--- src/shared/tmr0_consts.svh ---
// Constants for the 8-bit timer/counter block: register indexes, field positions, reset values.
// Assumes a 32-bit AXI4-Lite register bus with 10 address bits and one clock domain.
//
// Notes on behaviour
// - One shared free-running 10-bit prescaler feeds all taps.
// - Prescaler taps divide by 8, 64, 256, 1024.
// - Select 0 halts; 1 every clock; 2-5 prescaled.
// - Select 6 counts pin falls, 7 counts rises.
// - Divided taps derive straight from the system clock.
// - Count pin synchronised on rising clock before edges.
// - Pin counts even while configured as an output.
// - Eight-bit up-counter, software reads and writes it.
// - After count write, counting resumes next cycle.
// - Control bits 7..3 read zero, not writable.
// - Overflow flag and enable in shared flag/mask registers.
`ifndef TMR0_CONSTS_SVH
`define TMR0_CONSTS_SVH

`define TMR0_ADDR_W       10
`define TMR0_DATA_W       32
`define TMR0_IDX_W        8
`define TMR0_CNT_IDX      8'h32
`define TMR0_CTRL_IDX     8'h33
`define TMR0_FLAG_IDX     8'h38
`define TMR0_MASK_IDX     8'h39

`define TMR0_CNT_W        8
`define TMR0_CTRL_W       3
`define TMR0_EVT_W        8
`define TMR0_OVF_BIT      0
`define TMR0_CNT_MAX      8'hff
`define TMR0_CNT_RST      8'h00
`define TMR0_CTRL_RST     3'h0
`define TMR0_EVT_RST      8'h00

`define TMR0_PRESC_W      10
`define TMR0_TAP8_BITS    3
`define TMR0_TAP64_BITS   6
`define TMR0_TAP256_BITS  8
`define TMR0_TAP1024_BITS 10

`define TMR0_RESP_OKAY    2'h0
`define TMR0_RESP_SLVERR  2'h2

`endif

--- src/shared/tmr0_pkg.sv ---
// Types shared by the timer/counter design files.
// Assumes tmr0_consts.svh is compiled alongside.
`default_nettype none

package tmr0_pkg;

    typedef enum logic [2:0] {
        TMR0_CS_STOP     = 3'h0,
        TMR0_CS_CLK      = 3'h1,
        TMR0_CS_DIV8     = 3'h2,
        TMR0_CS_DIV64    = 3'h3,
        TMR0_CS_DIV256   = 3'h4,
        TMR0_CS_DIV1024  = 3'h5,
        TMR0_CS_PIN_FALL = 3'h6,
        TMR0_CS_PIN_RISE = 3'h7
    } tmr0_clksel_t;

    // One-cycle enable pulses from the shared prescaler.
    typedef struct packed {
        logic tap1024;
        logic tap256;
        logic tap64;
        logic tap8;
    } tmr0_taps_t;

endpackage : tmr0_pkg

`default_nettype wire

--- src/verilog/tmr0_prescaler.sv ---
// Shared free-running prescaler producing divide-by enable pulses.
// Assumes every timer selects one tap itself; the counter never restarts except at reset.
`include "tmr0_consts.svh"
`default_nettype none

module tmr0_prescaler #(
    parameter int W = `TMR0_PRESC_W
) (
    // Clock and reset
    input  wire logic                i_clk,
    input  wire logic                i_nrst,
    // Tap pulses
    output tmr0_pkg::tmr0_taps_t     o_taps
);
    import tmr0_pkg::*;

    logic [W-1:0] cnt_reg;
    logic [W-1:0] cnt_next;

    // Runs on the system clock itself, so every tap is a clean enable, not a derived clock.
    always_comb begin
        cnt_next = cnt_reg + {{(W-1){1'b0}}, 1'b1};
    end

    always_ff @(posedge i_clk or negedge i_nrst) begin
        if (!i_nrst) begin
            cnt_reg <= '0;
        end else begin
            cnt_reg <= cnt_next;
        end
    end

    // A tap fires when its low bits are all ones, once per period.
    always_comb begin
        o_taps.tap8    = &cnt_reg[`TMR0_TAP8_BITS-1:0];
        o_taps.tap64   = &cnt_reg[`TMR0_TAP64_BITS-1:0];
        o_taps.tap256  = &cnt_reg[`TMR0_TAP256_BITS-1:0];
        o_taps.tap1024 = &cnt_reg[`TMR0_TAP1024_BITS-1:0];
    end

endmodule : tmr0_prescaler

`default_nettype wire

--- src/verilog/tmr0_top.sv ---
// 8-bit up-counting timer/counter with clock select, overflow flag and AXI4-Lite registers.
// Assumes the count pin is synchronous to i_clk and changes at most once per clock period.
//
// Register access over AXI4-Lite is this design's own decision.
`include "tmr0_consts.svh"
`default_nettype none

module tmr0_top (
    // Clock and reset
    input  wire logic                    i_clk,
    input  wire logic                    i_nrst,
    // AXI4-Lite write address
    input  wire logic                    i_s_axi_awvalid,
    output logic                         o_s_axi_awready,
    input  wire logic [`TMR0_ADDR_W-1:0] i_s_axi_awaddr,
    input  wire logic [2:0]              i_s_axi_awprot,
    // AXI4-Lite write data
    input  wire logic                    i_s_axi_wvalid,
    output logic                         o_s_axi_wready,
    input  wire logic [`TMR0_DATA_W-1:0] i_s_axi_wdata,
    input  wire logic [3:0]              i_s_axi_wstrb,
    // AXI4-Lite write response
    output logic                         o_s_axi_bvalid,
    input  wire logic                    i_s_axi_bready,
    output logic [1:0]                   o_s_axi_bresp,
    // AXI4-Lite read address
    input  wire logic                    i_s_axi_arvalid,
    output logic                         o_s_axi_arready,
    input  wire logic [`TMR0_ADDR_W-1:0] i_s_axi_araddr,
    input  wire logic [2:0]              i_s_axi_arprot,
    // AXI4-Lite read data
    output logic                         o_s_axi_rvalid,
    input  wire logic                    i_s_axi_rready,
    output logic [`TMR0_DATA_W-1:0]      o_s_axi_rdata,
    output logic [1:0]                   o_s_axi_rresp,
    // External count pin
    input  wire logic                    i_external_count_pin,
    // Interrupt
    output logic                         o_irq
);
    import tmr0_pkg::*;

    // Prescaler taps.
    tmr0_taps_t taps;

    tmr0_prescaler #(
        .W      (`TMR0_PRESC_W)
    ) tmr0_prescaler_i (
        .i_clk  (i_clk),
        .i_nrst (i_nrst),
        .o_taps (taps)
    );

    // Count pin synchroniser and edge history.
    logic pin_sync1_reg;
    logic pin_sync2_reg;
    logic pin_prev_reg;
    logic pin_rise;
    logic pin_fall;

    // Only the second stage and the history flop are looked at by the edge logic.
    always_ff @(posedge i_clk or negedge i_nrst) begin
        if (!i_nrst) begin
            pin_sync1_reg <= 1'b0;
            pin_sync2_reg <= 1'b0;
            pin_prev_reg  <= 1'b0;
        end else begin
            pin_sync1_reg <= i_external_count_pin;
            pin_sync2_reg <= pin_sync1_reg;
            pin_prev_reg  <= pin_sync2_reg;
        end
    end

    // The pin is read whatever its port direction, so software driving it also counts.
    always_comb begin
        pin_rise = pin_sync2_reg & ~pin_prev_reg;
        pin_fall = ~pin_sync2_reg & pin_prev_reg;
    end

    // Register and bus state.
    tmr0_clksel_t              ctrl_reg;
    tmr0_clksel_t              ctrl_next;
    logic [`TMR0_CNT_W-1:0]    cnt_reg;
    logic [`TMR0_CNT_W-1:0]    cnt_next;
    logic [`TMR0_EVT_W-1:0]    flag_reg;
    logic [`TMR0_EVT_W-1:0]    flag_next;
    logic [`TMR0_EVT_W-1:0]    mask_reg;
    logic [`TMR0_EVT_W-1:0]    mask_next;
    logic                      irq_reg;
    logic                      irq_next;

    logic                      aw_held_reg;
    logic                      aw_held_next;
    logic [`TMR0_IDX_W-1:0]    aw_idx_reg;
    logic [`TMR0_IDX_W-1:0]    aw_idx_next;
    logic                      w_held_reg;
    logic                      w_held_next;
    logic [`TMR0_DATA_W-1:0]   wdata_reg;
    logic [`TMR0_DATA_W-1:0]   wdata_next;
    logic                      wlane0_reg;
    logic                      wlane0_next;
    logic                      bvalid_reg;
    logic                      bvalid_next;
    logic [1:0]                bresp_reg;
    logic [1:0]                bresp_next;
    logic                      awready_reg;
    logic                      awready_next;
    logic                      wready_reg;
    logic                      wready_next;
    logic                      arready_reg;
    logic                      arready_next;
    logic                      rvalid_reg;
    logic                      rvalid_next;
    logic [`TMR0_DATA_W-1:0]   rdata_reg;
    logic [`TMR0_DATA_W-1:0]   rdata_next;
    logic [1:0]                rresp_reg;
    logic [1:0]                rresp_next;

    logic                      wr_fire;
    logic                      wr_cnt;
    logic                      tick;
    logic                      ovf;
    logic [`TMR0_IDX_W-1:0]    ar_idx;
    logic [`TMR0_EVT_W-1:0]    flag_clr;

    // Count enable from the clock select field.
    always_comb begin
        case (ctrl_reg)
            TMR0_CS_STOP:     tick = 1'b0;
            TMR0_CS_CLK:      tick = 1'b1;
            TMR0_CS_DIV8:     tick = taps.tap8;
            TMR0_CS_DIV64:    tick = taps.tap64;
            TMR0_CS_DIV256:   tick = taps.tap256;
            TMR0_CS_DIV1024:  tick = taps.tap1024;
            TMR0_CS_PIN_FALL: tick = pin_fall;
            TMR0_CS_PIN_RISE: tick = pin_rise;
            default:          tick = 1'b0;
        endcase
    end

    // Write channel: address and data are taken in either order, then applied together.
    always_comb begin
        aw_held_next = aw_held_reg;
        aw_idx_next  = aw_idx_reg;
        w_held_next  = w_held_reg;
        wdata_next   = wdata_reg;
        wlane0_next  = wlane0_reg;
        bvalid_next  = bvalid_reg;
        bresp_next   = bresp_reg;
        wr_fire      = aw_held_reg & w_held_reg & ~bvalid_reg;
        if (i_s_axi_awvalid && awready_reg) begin
            aw_held_next = 1'b1;
            aw_idx_next  = i_s_axi_awaddr[`TMR0_ADDR_W-1:2];
        end
        if (i_s_axi_wvalid && wready_reg) begin
            w_held_next = 1'b1;
            wdata_next  = i_s_axi_wdata;
            wlane0_next = i_s_axi_wstrb[0];
        end
        if (bvalid_reg && i_s_axi_bready) begin
            bvalid_next = 1'b0;
        end
        if (wr_fire) begin
            aw_held_next = 1'b0;
            w_held_next  = 1'b0;
            bvalid_next  = 1'b1;
            case (aw_idx_reg)
                `TMR0_CNT_IDX, `TMR0_CTRL_IDX, `TMR0_FLAG_IDX, `TMR0_MASK_IDX: bresp_next = `TMR0_RESP_OKAY;
                default: bresp_next = `TMR0_RESP_SLVERR;
            endcase
        end
        awready_next = ~aw_held_next;
        wready_next  = ~w_held_next;
    end

    // Byte lane 0 carries every register; other lanes are ignored.
    always_comb begin
        wr_cnt    = wr_fire & wlane0_reg & (aw_idx_reg == `TMR0_CNT_IDX);
        ctrl_next = ctrl_reg;
        mask_next = mask_reg;
        flag_clr  = `TMR0_EVT_RST;
        if (wr_fire && wlane0_reg) begin
            case (aw_idx_reg)
                `TMR0_CTRL_IDX: ctrl_next = tmr0_clksel_t'(wdata_reg[`TMR0_CTRL_W-1:0]);
                `TMR0_MASK_IDX: mask_next = wdata_reg[`TMR0_EVT_W-1:0];
                `TMR0_FLAG_IDX: flag_clr  = wdata_reg[`TMR0_EVT_W-1:0];
                default:      ctrl_next = ctrl_reg;
            endcase
        end
    end

    // A software write owns the counter for its cycle; counting goes on from the written value after it.
    always_comb begin
        ovf = 1'b0;
        if (wr_cnt) begin
            cnt_next = wdata_reg[`TMR0_CNT_W-1:0];
        end else if (tick) begin
            cnt_next = cnt_reg + {{(`TMR0_CNT_W-1){1'b0}}, 1'b1};
            ovf      = (cnt_reg == `TMR0_CNT_MAX);
        end else begin
            cnt_next = cnt_reg;
        end
    end

    // The overflow event wins over a clear arriving in the same cycle.
    always_comb begin
        flag_next = flag_reg & ~flag_clr;
        if (ovf) begin
            flag_next[`TMR0_OVF_BIT] = 1'b1;
        end
        irq_next = |(flag_next & mask_next);
    end

    // Read channel: the word is captured at acceptance and held until taken.
    always_comb begin
        ar_idx       = i_s_axi_araddr[`TMR0_ADDR_W-1:2];
        arready_next = arready_reg;
        rvalid_next  = rvalid_reg;
        rdata_next   = rdata_reg;
        rresp_next   = rresp_reg;
        if (rvalid_reg && i_s_axi_rready) begin
            rvalid_next  = 1'b0;
            arready_next = 1'b1;
        end
        if (i_s_axi_arvalid && arready_reg) begin
            arready_next = 1'b0;
            rvalid_next  = 1'b1;
            rresp_next   = `TMR0_RESP_OKAY;
            case (ar_idx)
                `TMR0_CNT_IDX:  rdata_next = {{(`TMR0_DATA_W-`TMR0_CNT_W){1'b0}}, cnt_reg};
                `TMR0_CTRL_IDX: rdata_next = {{(`TMR0_DATA_W-`TMR0_CTRL_W){1'b0}}, ctrl_reg};
                `TMR0_FLAG_IDX: rdata_next = {{(`TMR0_DATA_W-`TMR0_EVT_W){1'b0}}, flag_reg};
                `TMR0_MASK_IDX: rdata_next = {{(`TMR0_DATA_W-`TMR0_EVT_W){1'b0}}, mask_reg};
                default: begin
                    rdata_next = '0;
                    rresp_next = `TMR0_RESP_SLVERR;
                end
            endcase
        end
    end

    always_ff @(posedge i_clk or negedge i_nrst) begin
        if (!i_nrst) begin
            ctrl_reg    <= TMR0_CS_STOP;
            cnt_reg     <= `TMR0_CNT_RST;
            flag_reg    <= `TMR0_EVT_RST;
            mask_reg    <= `TMR0_EVT_RST;
            irq_reg     <= 1'b0;
            aw_held_reg <= 1'b0;
            aw_idx_reg  <= '0;
            w_held_reg  <= 1'b0;
            wdata_reg   <= '0;
            wlane0_reg  <= 1'b0;
            bvalid_reg  <= 1'b0;
            bresp_reg   <= `TMR0_RESP_OKAY;
            awready_reg <= 1'b1;
            wready_reg  <= 1'b1;
            arready_reg <= 1'b1;
            rvalid_reg  <= 1'b0;
            rdata_reg   <= '0;
            rresp_reg   <= `TMR0_RESP_OKAY;
        end else begin
            ctrl_reg    <= ctrl_next;
            cnt_reg     <= cnt_next;
            flag_reg    <= flag_next;
            mask_reg    <= mask_next;
            irq_reg     <= irq_next;
            aw_held_reg <= aw_held_next;
            aw_idx_reg  <= aw_idx_next;
            w_held_reg  <= w_held_next;
            wdata_reg   <= wdata_next;
            wlane0_reg  <= wlane0_next;
            bvalid_reg  <= bvalid_next;
            bresp_reg   <= bresp_next;
            awready_reg <= awready_next;
            wready_reg  <= wready_next;
            arready_reg <= arready_next;
            rvalid_reg  <= rvalid_next;
            rdata_reg   <= rdata_next;
            rresp_reg   <= rresp_next;
        end
    end

    // Outputs straight from flops; protection bits carry no meaning here.
    always_comb begin
        o_s_axi_awready = awready_reg;
        o_s_axi_wready  = wready_reg;
        o_s_axi_bvalid  = bvalid_reg;
        o_s_axi_bresp   = bresp_reg;
        o_s_axi_arready = arready_reg;
        o_s_axi_rvalid  = rvalid_reg;
        o_s_axi_rdata   = rdata_reg;
        o_s_axi_rresp   = rresp_reg;
        o_irq           = irq_reg;
    end

endmodule : tmr0_top

`default_nettype wire

--- config.mk ---
export PLATFORM = sky130hd
export DESIGN_NAME = tmr0_top
export DESIGN_NICKNAME = d
export VERILOG_FILES = /design/src/shared/tmr0_pkg.sv /design/src/verilog/tmr0_prescaler.sv /design/src/verilog/tmr0_top.sv
export VERILOG_INCLUDE_DIRS = /design/src /design/src/shared
export SDC_FILE = /design/constraint.sdc
export NUM_CORES = 1
export LEC_CHECK = 0
export BUFFER_PORTS_ARGS = -buffer_cell sky130_fd_sc_hd__buf_2
export CAP_MARGIN = 20
export CELL_PAD_IN_SITES_DETAIL_PLACEMENT = 1
export CELL_PAD_IN_SITES_GLOBAL_PLACEMENT = 1
export CORE_AREA = 3 3 101 103
export DETAILED_ROUTE_END_ITERATION = 8
export DIE_AREA = 0 0 104 106
export HOLD_SLACK_MARGIN = 0.15
export PLACE_DENSITY_LB_ADDON = 0.1
export SLEW_MARGIN = 15
export SYNTH_ARGS = -nofsm -noshare
export SYNTH_HDL_FRONTEND = slang
export SYNTH_SLANG_ARGS = --single-unit
--- constraint.sdc ---
create_clock -name i_clk -period 1.96 [get_ports i_clk]
set_input_delay 0 -clock i_clk [delete_from_list [all_inputs] [get_ports i_clk]]
set_output_delay 0 -clock i_clk [all_outputs]
set_load 0.05 [all_outputs]
==> metrics.txt <==
Max Slew Vio Count=0; Syn Area/Cell=11.0 µm²; share of cells above drive strength 1=30.8%; minimum clock period=1870 ps; placed cell areas=4130 µm²; CP Capture Type=register; Worst Setup EP=cnt_reg[5]; Worst IR Drop VDD=0.695 mV; Lkg Pwr=2.17 nW; DRT iter0 DRCs=117; Synth top area share=47.9%; WP data arrival=2120 ps; Wirelength per Cell=16.3 µm; Worst R2R Path Depth=9; Worst Max-Slew Pin Slew=680 ps; Final GP Congestion=0.837; cell area after synthesis=3760 µm²; Final Hold Viols=0; Critical R2R Capture=cnt_reg[5]; ys async rst share=100%; CTS Sinks=75; Post-DP HPWL=6470 µm; drt total wl=9120 µm; GR Util All Layers=16.9%; Layout area overhead=23.2%; critical path fanouts, max=8; DRC violations left=0; most common cell after layout, fill and taps aside=dfrtp_1; latest clock arrival within the worst-skew pair=360 ps; TritonCTS buffer count=9; main flop type after synthesis=dfrtp_1; first-pass GRT wire length=14,900 µm; clock-pin slew on the worst setup and hold paths=80 ps; Yosys Warn Count=0; antenna viol nets, final=0; Nets=500; number of synthesized flops with an enable pin=0; Die W=104 µm; post-place setup slack=29.1 ps; pin count of the biggest net entering global routing=40; Gate power share=25.4%; Core ar.=9280 µm²; period utilization=95.3%; cells after synthesis=342; Clock Tree Root=clkbuf_8; Die ar.=11,000 µm²; outcome=finished, final reports clean; max FFs per register=10; port bufs=48; top cells by area, synth=dfrtp_1 48%, mux2_2 8.1%, buf_4 5.6%, nand2_1 3.5%, nand3_1 2.5%; final setup margin=92.3 ps; library cells used by synthesis=57; H-tree levels=3; FF-to-FF Start=tmr0_prescaler_i.cnt_reg[1]; required time worst endpoint=2210 ps; Via density=5.06; switching share of power=35.3%; FF-to-FF setup slack=90 ps; Worst Setup SP=tmr0_prescaler_i.cnt_reg[1]; FP Rows=35; Pre-antenna DRT Iters=4; crit start category=register; io pins=112; Vias=2,838; clock power share=27.6%; power per standard cell area=1030 nW/µm²; slew margin rel.=54.6%; Max Cap Viol=0; final setup fails=0; Cell Int Power=3.10 mW; Max Buffers Root-to-Sink=2; CTS tree=done; Final Util=49.9%; Max Fclk=535 MHz; sequential share of power=47.0%; vias in the first global route=2,977; Synth Register Bits=75; Psw=1.69 mW; initial antenna violation count=0; most frequent cells in the layout=72 x dfrtp_1, 47 x buf_2, 35 x nand2_1; Initial Util=40.5%; Worst Clk Skew=9.41 ps; GRT overflow=0; ant diodes=0; Seq/Total Area, Yosys=50.0%; Setup Crit Path Kind=register to register; worst hold path type=input port to asynchronous set/reset pin; largest area contributor in the netlist=dfrtp_1; post-layout power=4.79 mW; RSZ-0062 raised after global routing=true; design area=4630 µm²; Die Y=106 µm
## cell families after synthesis
group                    Yosys count  share of synthesized area [%]
other                              1                         0.0998
AO/OA/AOI/OAI                     66                           12.4
buffers and inverters             51                           8.06
flip-flops                        75                           50.0
AND/OR/NAND/NOR                  103                           16.0
XOR/XNOR                           9                           2.10
multiplexers                      34                           10.4
adder cells (fa/ha/maj)            3                          0.999
## repair_timing
| action | 4_1_cts | 5_1_grt |
|---|---|---|
| endpoints found under the setup margin | 2 | 7 |
| pin swaps | 1 | 4 |
| setup buffers | 0 | 3 |
| gates cloned | 0 | 0 |
| endpoints found under the hold margin | 94 | 0 |
| resized for setup | 1 | 8 |
| hold buffers | 23 | 0 |
## stage by stage
stage               setup TNS (ps)  hold slack (ps)  std cells
finish                           0              140        561
global route                 -15.3              195        561
CTS                              0              152        558
detailed placement               0             2.77        519
global placement                 0           -0.258        519
floorplan                        0             -296        367
## synthesized netlist by cell type, types with 3 or more instances
cell,instances
dfrtp_1,72
nand2_1,35
buf_4,28
mux2_2,27
nand3_1,19
o21ai_0,15
inv_1,12
nor2_1,11
a22oi_1,9
a21boi_0,8
nand4_1,7
clkbuf_1,6
o21a_1,6
a21oi_1,5
buf_2,5
xnor2_1,5
mux2i_1,4
xor2_1,4
a211o_1,3
and2_1,3
and3_1,3
dfstp_2,3
ha_1,3
mux2_4,3
nor2b_1,3
o22ai_1,3
## metal layers
layer | up-vias | global-route usage, % | share of wire (%)
met5 | - | 0 | 0
li1 | 1344 | - | -
met4 | 0 | 7.22 | 2.0
met1 | 1406 | 21.4 | 44
met3 | 12 | 2.91 | 4.5
met2 | 76 | 28.7 | 49
## how the worst min path moves through the flow
stage,startpoint,end,slack [ps],cells after the start
after floorplan,i_nrst,aw_held_reg,-300,0
after global placement,i_nrst,wdata_reg[5],-0.3,1
after detailed placement,i_nrst,wdata_reg[5],3,1
after CTS,i_nrst,wdata_reg[5],150,2
after global routing,i_nrst,wdata_reg[5],190,2
final,i_nrst,wdata_reg[5],140,2
## layout make-up
| type | count | area [µm²] |
|---|---|---|
| fillers | 1051 | 4650 |
| flip-flops and latches | 75 | 1880 |
| multi-input cells | 241 | 1710 |
| repair buffers | 88 | 617 |
| well taps | 129 | 161 |
| clock buffers | 10 | 128 |
| clock inverters | 6 | 90.1 |
| inverters | 12 | 45.0 |
## power by group through the flow
stage          sequential, mW  combinational, mW  clock, mW
2_1_floorplan            2.32              0.763          0
3_5_place_dp             2.28               1.16          0
4_1_cts                  2.25               1.21       1.36
6_report                 2.25               1.22       1.32
3_3_place_gp             2.26               1.13          0
5_1_grt                  2.30               1.32       1.43
## critical path: stages (launching register included)
cell and delay (ps):
dfrtp_1 390, ha_2 190, ha_2 170, a21oi_2 120, nor2_1 50, a211o_2 380
buf_6 150, buf_4 130, nand4_1 90, nand3_1 80
(Power assumes the default switching activity.)
